--- src/bcu_pkg.sv ---
package bcu_pkg;

	// ------------------------------------------------------------
	// Widths
	// ------------------------------------------------------------
	localparam int ADDR_W  = 16;
	localparam int DATA_W  = 8;
	localparam int COUNT_W = 16;
	localparam int FLAG_W  = 8;

	// ------------------------------------------------------------
	// Count register fields
	// ------------------------------------------------------------
	localparam int CNT_LOW_MSB  = 7;
	localparam int CNT_HIGH_LSB = 8;

	// ------------------------------------------------------------
	// Reset values
	// ------------------------------------------------------------
	localparam logic [ADDR_W-1:0]  ADDR_RST  = 16'h0000;
	localparam logic [COUNT_W-1:0] COUNT_RST = 16'h0000;
	localparam logic [FLAG_W-1:0]  FLAG_RST  = 8'h00;
	localparam logic [DATA_W-1:0]  DATA_RST  = 8'h00;

	// ------------------------------------------------------------
	// Timing in states (clock cycles at core_clk)
	// ------------------------------------------------------------
	localparam int T_FIXED    = 8;
	localparam int T_PER_BYTE = 4;
	// Cycles spent in PRE; the start cycle itself is the first
	localparam int PRE_CYC    = T_FIXED - 1;
	localparam int PRE_W      = 3;
	localparam logic [PRE_W-1:0] PRE_LOAD = PRE_W'(PRE_CYC - 1);

	// ------------------------------------------------------------
	// Buffering
	// ------------------------------------------------------------
	localparam int FIFO_DEPTH = 8;

	// ------------------------------------------------------------
	// Sequencer
	// ------------------------------------------------------------
	typedef enum logic [2:0] {
		ST_IDLE,
		ST_PRE,
		ST_RD,
		ST_PUSH,
		ST_POP,
		ST_WR
	} bcu_state_e;

endpackage : bcu_pkg

--- src/bcu_fifo_if.sv ---
`timescale 1ns/10ps
`default_nettype none

interface bcu_fifo_if #(
	parameter int W = 8
);
	logic         push_valid;
	logic         push_ready;
	logic [W-1:0] push_data;
	logic         pop_valid;
	logic         pop_ready;
	logic [W-1:0] pop_data;

	modport user (
		output push_valid,
		output push_data,
		input  push_ready,
		input  pop_valid,
		input  pop_data,
		output pop_ready
	);

	modport fifo (
		input  push_valid,
		input  push_data,
		output push_ready,
		output pop_valid,
		output pop_data,
		input  pop_ready
	);
endinterface : bcu_fifo_if

`default_nettype wire

--- src/bcu_block_copy.sv ---
// Behaviour
// - Byte form: while low count byte nonzero, read source byte, write destination.
// - After each byte: source and destination pointers plus one, count minus one.
// - Word form uses full 16-bit count; zero count moves nothing, instruction ends.
// - Each form takes 8 fixed states plus 4 per byte moved.
// - Fixed timing assumes on-chip memory; slower memory adds wait cycles.
`timescale 1ns/10ps
`default_nettype none

module bcu_block_copy
	import bcu_pkg::*;
#(
	parameter int FIFO_D = FIFO_DEPTH
) (
	input  wire logic               core_clk,
	input  wire logic               rstn,
	input  wire logic               start,
	input  wire logic               word_mode,
	input  wire logic [COUNT_W-1:0] word_count_reg_in,
	input  wire logic [ADDR_W-1:0]  source_pointer_reg_in,
	input  wire logic [ADDR_W-1:0]  dest_pointer_reg_in,
	input  wire logic [FLAG_W-1:0]  flags_in,
	output logic                    busy,
	output logic                    done,
	output logic [COUNT_W-1:0]      word_count_reg_out,
	output logic [ADDR_W-1:0]       source_pointer_reg_out,
	output logic [ADDR_W-1:0]       dest_pointer_reg_out,
	output logic [FLAG_W-1:0]       flags_out,
	output logic                    mem_req,
	output logic                    mem_we,
	output logic [ADDR_W-1:0]       mem_addr,
	output logic [DATA_W-1:0]       mem_wdata,
	input  wire logic [DATA_W-1:0]  mem_rdata,
	input  wire logic               mem_ack
);

	// ------------------------------------------------------------
	// State
	// ------------------------------------------------------------
	typedef struct packed {
		bcu_state_e         state;
		logic [PRE_W-1:0]   pre_cnt;
		logic               word_mode;
		logic [COUNT_W-1:0] count;
		logic [ADDR_W-1:0]  src;
		logic [ADDR_W-1:0]  dst;
		logic [FLAG_W-1:0]  flags;
		logic               busy;
		logic               done;
		logic               req;
		logic               we;
		logic [ADDR_W-1:0]  addr;
		logic [DATA_W-1:0]  wdata;
		logic               push_valid;
		logic [DATA_W-1:0]  push_data;
		logic               pop_ready;
	} bcu_state_s;

	localparam bcu_state_s STATE_RST = '{
		state:      ST_IDLE,
		pre_cnt:    '0,
		word_mode:  1'b0,
		count:      COUNT_RST,
		src:        ADDR_RST,
		dst:        ADDR_RST,
		flags:      FLAG_RST,
		busy:       1'b0,
		done:       1'b0,
		req:        1'b0,
		we:         1'b0,
		addr:       ADDR_RST,
		wdata:      DATA_RST,
		push_valid: 1'b0,
		push_data:  DATA_RST,
		pop_ready:  1'b0
	};

	bcu_state_s st_r;
	bcu_state_s st_nxt;

	// ------------------------------------------------------------
	// Staging buffer between read and write halves
	// ------------------------------------------------------------
	bcu_fifo_if #(.W(DATA_W)) fq ();

	bcu_fifo #(
		.W     (DATA_W),
		.DEPTH (FIFO_D)
	) u_fifo (
		.core_clk (core_clk),
		.rstn     (rstn),
		.f        (fq.fifo)
	);

	assign fq.push_valid = st_r.push_valid;
	assign fq.push_data  = st_r.push_data;
	assign fq.pop_ready  = st_r.pop_ready;

	// ------------------------------------------------------------
	// Helpers
	// ------------------------------------------------------------
	// Bytes still to move under the form in effect
	function automatic logic [COUNT_W-1:0] remaining(
		input logic               wm,
		input logic [COUNT_W-1:0] c
	);
		if (wm) begin
			return c;
		end
		return {{(COUNT_W-CNT_LOW_MSB-1){1'b0}}, c[CNT_LOW_MSB:0]};
	endfunction : remaining

	// Byte form wraps only the low half, the high half is left alone
	function automatic logic [COUNT_W-1:0] decrement(
		input logic               wm,
		input logic [COUNT_W-1:0] c
	);
		logic [CNT_LOW_MSB:0] low;
		low = c[CNT_LOW_MSB:0] - 1'b1;
		if (wm) begin
			return c - 1'b1;
		end
		return {c[COUNT_W-1:CNT_HIGH_LSB], low};
	endfunction : decrement

	// ------------------------------------------------------------
	// Sequencer
	// ------------------------------------------------------------
	always_comb begin
		logic [COUNT_W-1:0] cnt_dec;
		logic [ADDR_W-1:0]  src_inc;
		logic [ADDR_W-1:0]  dst_inc;
		cnt_dec = decrement(st_r.word_mode, st_r.count);
		src_inc = st_r.src + 1'b1;
		dst_inc = st_r.dst + 1'b1;
		st_nxt      = st_r;
		st_nxt.done = 1'b0;
		case (st_r.state)
			ST_IDLE: begin
				if (start) begin
					st_nxt.word_mode = word_mode;
					st_nxt.count     = word_count_reg_in;
					st_nxt.src       = source_pointer_reg_in;
					st_nxt.dst       = dest_pointer_reg_in;
					st_nxt.flags     = flags_in;
					st_nxt.busy      = 1'b1;
					st_nxt.pre_cnt   = PRE_LOAD;
					st_nxt.state     = ST_PRE;
				end
			end
			ST_PRE: begin
				if (st_r.pre_cnt != '0) begin
					st_nxt.pre_cnt = st_r.pre_cnt - 1'b1;
				end else if (remaining(st_r.word_mode, st_r.count) == '0) begin
					st_nxt.busy  = 1'b0;
					st_nxt.done  = 1'b1;
					st_nxt.state = ST_IDLE;
				end else begin
					st_nxt.req   = 1'b1;
					st_nxt.we    = 1'b0;
					st_nxt.addr  = st_r.src;
					st_nxt.state = ST_RD;
				end
			end
			ST_RD: begin
				if (mem_ack) begin
					st_nxt.req        = 1'b0;
					st_nxt.push_valid = 1'b1;
					st_nxt.push_data  = mem_rdata;
					st_nxt.state      = ST_PUSH;
				end
			end
			ST_PUSH: begin
				// Full buffer stalls the copy instead of dropping a byte
				if (fq.push_ready) begin
					st_nxt.push_valid = 1'b0;
					st_nxt.pop_ready  = 1'b1;
					st_nxt.state      = ST_POP;
				end
			end
			ST_POP: begin
				if (fq.pop_valid) begin
					st_nxt.pop_ready = 1'b0;
					st_nxt.wdata     = fq.pop_data;
					st_nxt.req       = 1'b1;
					st_nxt.we        = 1'b1;
					st_nxt.addr      = st_r.dst;
					st_nxt.state     = ST_WR;
				end
			end
			ST_WR: begin
				if (mem_ack) begin
					st_nxt.src   = src_inc;
					st_nxt.dst   = dst_inc;
					st_nxt.count = cnt_dec;
					st_nxt.we    = 1'b0;
					if (remaining(st_r.word_mode, cnt_dec) == '0) begin
						st_nxt.req   = 1'b0;
						st_nxt.busy  = 1'b0;
						st_nxt.done  = 1'b1;
						st_nxt.state = ST_IDLE;
					end else begin
						st_nxt.req   = 1'b1;
						st_nxt.addr  = src_inc;
						st_nxt.state = ST_RD;
					end
				end
			end
			default: begin
				st_nxt = STATE_RST;
			end
		endcase
	end

	always_ff @(posedge core_clk or negedge rstn) begin
		if (!rstn) begin
			st_r <= STATE_RST;
		end else begin
			st_r <= st_nxt;
		end
	end

	// ------------------------------------------------------------
	// Outputs
	// ------------------------------------------------------------
	assign busy                   = st_r.busy;
	assign done                   = st_r.done;
	assign word_count_reg_out     = st_r.count;
	assign source_pointer_reg_out = st_r.src;
	assign dest_pointer_reg_out   = st_r.dst;
	assign flags_out              = st_r.flags;
	assign mem_req                = st_r.req;
	assign mem_we                 = st_r.we;
	assign mem_addr               = st_r.addr;
	assign mem_wdata              = st_r.wdata;

endmodule : bcu_block_copy

`default_nettype wire

--- src/bcu_fifo.sv ---
`timescale 1ns/10ps
`default_nettype none

module bcu_fifo #(
	parameter int W     = 8,
	parameter int DEPTH = 8
) (
	input  wire logic core_clk,
	input  wire logic rstn,
	bcu_fifo_if.fifo  f
);
	// Depth must be a power of two so the pointers wrap by themselves
	localparam int AW = $clog2(DEPTH);

	typedef struct packed {
		logic [DEPTH-1:0][W-1:0] mem;
		logic [AW-1:0]           rd;
		logic [AW-1:0]           wr;
		logic [AW:0]             cnt;
	} bcu_fifo_s;

	bcu_fifo_s r;
	bcu_fifo_s n;
	logic      do_push;
	logic      do_pop;

	assign f.push_ready = (r.cnt != (AW+1)'(DEPTH));
	assign f.pop_valid  = (r.cnt != '0);
	assign f.pop_data   = r.mem[r.rd];

	always_comb begin
		n       = r;
		do_push = f.push_valid && f.push_ready;
		do_pop  = f.pop_ready && f.pop_valid;
		if (do_push) begin
			n.mem[r.wr] = f.push_data;
			n.wr        = r.wr + 1'b1;
		end
		if (do_pop) begin
			n.rd = r.rd + 1'b1;
		end
		if (do_push && !do_pop) begin
			n.cnt = r.cnt + 1'b1;
		end else if (do_pop && !do_push) begin
			n.cnt = r.cnt - 1'b1;
		end
	end

	always_ff @(posedge core_clk or negedge rstn) begin
		if (!rstn) begin
			r <= '0;
		end else begin
			r <= n;
		end
	end

endmodule : bcu_fifo

`default_nettype wire

--- config.mk ---
export PLATFORM = sky130hd
export DESIGN_NAME = bcu_block_copy
export DESIGN_NICKNAME = d
export VERILOG_FILES = /design/src/bcu_pkg.sv /design/src/bcu_fifo_if.sv /design/src/bcu_block_copy.sv /design/src/bcu_fifo.sv
export SDC_FILE = /design/constraint.sdc
export NUM_CORES = 1
export LEC_CHECK = 0
export ABC_CLOCK_PERIOD_IN_PS = 7200
export BUFFER_PORTS_ARGS = -buffer_cell sky130_fd_sc_hd__buf_2
export CAP_MARGIN = 5
export CELL_PAD_IN_SITES_DETAIL_PLACEMENT = 2
export CELL_PAD_IN_SITES_GLOBAL_PLACEMENT = 2
export CORE_MARGIN = 2
export CORE_UTILIZATION = 40
export DETAILED_ROUTE_END_ITERATION = 12
export PLACE_DENSITY_LB_ADDON = 0.05
export SLEW_MARGIN = 20
export SYNTH_ARGS = -nofsm -noshare
export SYNTH_HDL_FRONTEND = slang
export SYNTH_HIERARCHICAL = 1
export SYNTH_SLANG_ARGS = --single-unit
--- constraint.sdc ---
create_clock -name core_clk -period 7.2 [get_ports core_clk]
set_input_delay 0.36 -clock core_clk [delete_from_list [all_inputs] [get_ports core_clk]]
set_output_delay 0.36 -clock core_clk [all_outputs]
set_load 0.05 [all_outputs]
* Yosys cells after proc, flatten, opt, wreduce, memory -nomap -nowiden *
Cells that the tools add are included.

word-level totals
  register bits after elaboration = 175
  bits of input ports = 69
  output and inout bits = 84

cells by class
  add/sub/neg operators = 9
  order comparisons = 3
  eq/ne operators = 17
  multiplexer cells = 58
  bitwise gates (word level) = 10
  reduce and logical (&&, ||, !) cells = 35

operators by type and width
  operator                                            number
  two-way mux 16 bit                                  11
  case mux 48 bit (3 select lines)                    1
  case mux 17 bit (4 select lines)                    1
  bitwise mux 64 bit                                  1
  two-way mux 64 bit                                  1
  two-way mux 48 bit                                  1
  case mux 8 bit (2 select lines)                     3
  two-way mux 20 bit                                  2
  adder 16 x 1 -> 16 bit, second input constant       2
  logical NOT 16 bit                                  2
  two-way mux 26 bit                                  1
  binary-select mux 8 bit (select 3 bit)              1
  demux 8 bit (select 3 bit)                          1
  AND reduction 6 bit                                 4
  two-way mux 18 bit                                  1
  two-way mux 3 bit                                   6
  inequality test 2 bit, second input constant        9
  case mux 3 bit (6 select lines)                     1
  two-way mux 8 bit                                   2
  OR reduction 4 bit                                  4
  subtractor 16 x 1 -> 16 bit, second input constant  1
  OR reduction 5 bit                                  3
  AND reduction 3 bit                                 4
  two-way mux 1 bit                                   10
  other kinds (31)                                    59

* Longest topological paths before layout *
  depth after elaboration = 11
  depth in mapped cells = 11
  mapped depth without buffers = 10

* Modules after synthesis *
The synthesis kept the hierarchy.

by module, submodules not included
  module          instances  cells an instance  area each (µm²)  seq. area each (µm²)
  bcu_block_copy  1          773                6,651.4          2,527.4
  bcu_fifo        1          221                3,543.4          1,851.8

* Worst setup path after synthesis *
Ideal clock, no wire load.

  kind = register to register
  from = register u_fifo/r[0] (netlist bit)
  to = register u_fifo/r[3] (netlist bit)
  arrival time = 2,724 ps
  setup slack = 4,345 ps
  stages on the path, launching flop included = 11
  path buffers = 0
  period minus slack after synthesis = 2,855 ps
  path through = dfrtp_1 nor4b_4 inv_2 nand2_1 inv_1 ha_1 inv_1 ha_1 or4_1 o211ai_1 o211ai_1

between the ends
  word-level cells in the longest chain between the ends = 5
  elaborated cells between the ends (all ways) = 13
  those cells by class = add/sub (2); eq/ne (1); mux (2); reduce/logical (8)

RTL lines
  item                                 line              text
  start, declared                      bcu_fifo.sv:22    bcu_fifo_s r;
  start signal, assigned               bcu_fifo.sv:53    r <= n;
  inequality test 4 bit (*)            bcu_fifo.sv:27    assign f.push_ready = (r.cnt != (AW+1)'(DEPTH));
  net fq.push_ready                    bcu_fifo_if.sv:8  logic push_ready;
  logical AND 1 bit (*)                bcu_fifo.sv:33    do_push = f.push_valid && f.push_ready;
  net u_fifo.do_push                   bcu_fifo.sv:24    logic do_push;
  logical NOT 1 bit                    bcu_fifo.sv:44    end else if (do_pop && !do_push) begin
  logical AND 1 bit                    bcu_fifo.sv:44
  nonzero test 2 bit (no source line)  --

The timed path passes the listed nets; every way through them passes the cells marked *. The select of a mux whose other input is x is not followed.
A chain may end at the register's enable or synchronous reset.

* Worst setup path after layout *
Ends and elaborated chain as after synthesis.

==> results.sh <==
export IMPL_grt_pass1_wl_um=51300
export IMPL_final_setup_viol_count=0
export IMPL_critical_path_buf_inv_count=3
export IMPL_netlist_top_cells_count="175 x dfrtp_1, 97 x o21ai_0, 84 x mux2_2"
export IMPL_crit_type="flop to flop"
export IMPL_wl_per_cell_um=23.4
export IMPL_yosysUniqueCellTypes=76
export IMPL_clk_latency_ns=0.44
export IMPL_hold_path_class="primary input to asynchronous set/reset pin"
export IMPL_core_um2=25100
export IMPL_dieWidth_um=164
export IMPL_worst_slew_pin_transition_ns=0.989
export IMPL_cts_root_buf="clkbuf_16"
export IMPL_cp_end_kind="flop"
export IMPL_synth_ff_type="dfrtp_1"
export IMPL_power_leakage_uw=0.00495
export IMPL_synthCells=994
export IMPL_grt_pass1_vias=8473
export IMPL_h_tree_depth=4
export IMPL_yosysSeqAreaShare_pct=43.0
export IMPL_drive_above_1_share_pct=30.8
export IMPL_synth_nets=1079
export IMPL_hold_buffers=0
export IMPL_antenna_found_initial=1
export IMPL_max_stage_delay_ns=0.67
export IMPL_outcome="finished clean"
export IMPL_fillers=2737
export IMPL_die_height_um=164
export IMPL_vias_per_cell=5.88
export IMPL_max_slew_margin_rel_pct=33.8
export IMPL_synth_area_um2=10200
export IMPL_period_share_pct=46.4
export IMPL_rows=58
export IMPL_min_period_ns=3.34
export IMPL_hold_slack_ns=0.0162
export IMPL_cts_buffers=17
export IMPL_startpoint_type="flop"
export IMPL_yosysWarnings=6
export IMPL_clkSinkCount=175
export IMPL_drtAntennaViolNets=0
export IMPL_ys_top_cells_by_area="dfrtp_1 43%, mux2_2 9.3%, buf_4 5.9%, o21ai_0 4.8%, mux4_2 3.5%"
export IMPL_io_pins=153
export IMPL_slew_viol_final=0
export IMPL_path_cells="nor4b_4 > inv_2 > nand2_1 > inv_1 > ha_1 > inv_1 > ha_1 > or4_1 > o211ai_1 > o211ai_1"
export IMPL_portBuffers=152
export IMPL_cts_resized=0
export IMPL_maxCapViolCount=0
export IMPL_grt_use_total_pct=24.9
export IMPL_hold_viol_final=0
export IMPL_fp_dieArea_um2=26800
export IMPL_grt_max_degree=97
export IMPL_setup_tns_final_ns=0
export IMPL_clock_skew_ns=0.0131
export IMPL_drc=0
export IMPL_crit_slowest_cell="nor4b_4"
export IMPL_avgSynthCellArea_um2=10.3
export IMPL_synth_top_area_share_pct=43.0
export IMPL_peakVddDrop_mv=0.208
export IMPL_drt_iter0_drc=509
export IMPL_synth_edf_count=0
export IMPL_cp_top_family="simple AND/OR/NAND/NOR gates"
export IMPL_cts_buffer_depth=2
export IMPL_drt_pass1_iterations=5
export IMPL_cts_tree="done"
export IMPL_cts_setup_buffers=0
export IMPL_cts_clk_slew_worst_paths_ns=0.08
export IMPL_vias=8104
export IMPL_async_flop_share_pct=100
export IMPL_crit_arrival_ns=3.65
export IMPL_yosysMostFrequentCell="dfrtp_1"
export IMPL_crit_required_ns=7.51
export IMPL_ys_ff_latch=175
export IMPL_initial_core_util_pct=40.6
export IMPL_route_final_wire_length_um=32300
export IMPL_area_growth_pct=10.0
export IMPL_grt_overflow_total=0
export IMPL_rsz0062_at_grt="false"
export IMPL_fin_nets=1120
export IMPL_critPathMaxFanout=6
export IMPL_fmax_mhz=299
export IMPL_place_hpwl_um=22100
export IMPL_synth_top_cell_by_area="dfrtp_1"
export IMPL_place_congestion=0.764
export IMPL_power_density_nw_per_um2=477
through the flow:
step	instance area, µm²	total power [µW]	utilization (%)	std cells	worst slack (ns)
after CTS	11200	5400	44.6	1378	3.82
after detailed placement	10600	4390	42.2	1346	3.98
after global placement	10600	4290	42.2	1346	4.15
after global routing	11200	5710	44.7	1378	3.65
after floorplan	10200	3820	-	994	4.34
final	11200	5350	44.7	1379	3.86
registers in the layout (all words and copies together), names as in the netlist, 7 cells and up:
signal and count:
st_r 7, fq.push_data 8, flags_out 8, dest_pointer_reg_out 16, word_count_reg_out 16, u_fifo/r 74
mem_addr 16, mem_wdata 8, source_pointer_reg_out 16
kinds of logic (layout without fill, tap and decap cells):
family                   count (synthesis)  after routing  share of synthesized area [%]
XOR/XNOR                                11             11                           1.02
AND/OR/NAND/NOR                        262            262                           14.9
buffers and inverters                  162            216                           9.20
multiplexers                           105            105                           13.4
flip-flops                             175            175                           43.0
adder cells (fa/ha/maj)                 16             16                           2.04
AO/OA/AOI/OAI                          263            263                           16.5
other                                    0              1                              0
worst register-to-register path: cells and delay by family, from the launching register on:
family / cells / cell delay [ns]
buffers and inverters: 3 / 0.51
AND/OR/NAND/NOR: 3 / 1.38
flip-flops: 1 / 0.49
adder cells (fa/ha/maj): 2 / 0.59
AO/OA/AOI/OAI: 2 / 0.24
final timing paths:
path / from / endpoint / slack (ns) / cells after the start
setup / recovery: u_fifo/r[0] / u_fifo/r[3] / 3.86 / 10
hold / removal: rstn / u_fifo/r[49] / 0.02 / 1
setup reg to reg: u_fifo/r[0] / u_fifo/r[3] / 3.86 / 10
hold reg to reg: flags_out[7] / flags_out[7] / 0.47 / 2
max in group asynchronous: rstn / busy / 5.92 / 2
min in group core_clk: flags_in[7] / flags_out[7] / 0.15 / 3
where the power goes:
group | internal (µW) | total, µW | switching, µW
Clock | 474 | 957 | 483
Sequential | 1360 | 1860 | 509
Combinational | 937 | 2530 | 1590
cells in the final DEF (no fill, tap or decap), types with 5 or more instances in the layout:
master and count:
dfrtp_1 175, buf_2 151, o21ai_0 97, mux2_2 84
nor2_1 60, nand2_1 55, a21oi_1 52, a22oi_1 30
nor3_1 29, nand3_1 28, o2bb2ai_1 25, inv_1 23
clkbuf_16 17, mux4_2 16, ha_1 15, and3_1 12
or3_1 10, nand4_1 9, a32oi_1 9, o211ai_1 9
a221oi_1 9, xnor2_1 8, a31oi_1 8, clkinv_8 7
buf_4 7, nor4_1 6, and2_1 6, o22ai_1 6
nor3b_1 5, nand2b_1 5, inv_6 5
routing by layer:
| metal | GRT usage [%] | routed length, µm |
|---|---|---|
| met5 | 0 | 0 |
| met4 | 4.90 | 282 |
| met3 | 3.10 | 1220 |
| met2 | 37.5 | 14500 |
| met1 | 38.5 | 16400 |
area by class of cell:
class	instances	area, µm²	share of cell area [%]
Multi-Input combinational cell	657	4890	43.6
Sequential cell	175	4380	39.0
Timing Repair Buffer	160	831	7.41
Clock buffer	18	429	3.83
Tap cell	330	413	3.68
Clock inverter	14	183	1.63
Inverter	24	90.1	0.803
Antenna cell	1	2.50	0.0223
(Power assumes the default switching activity.)
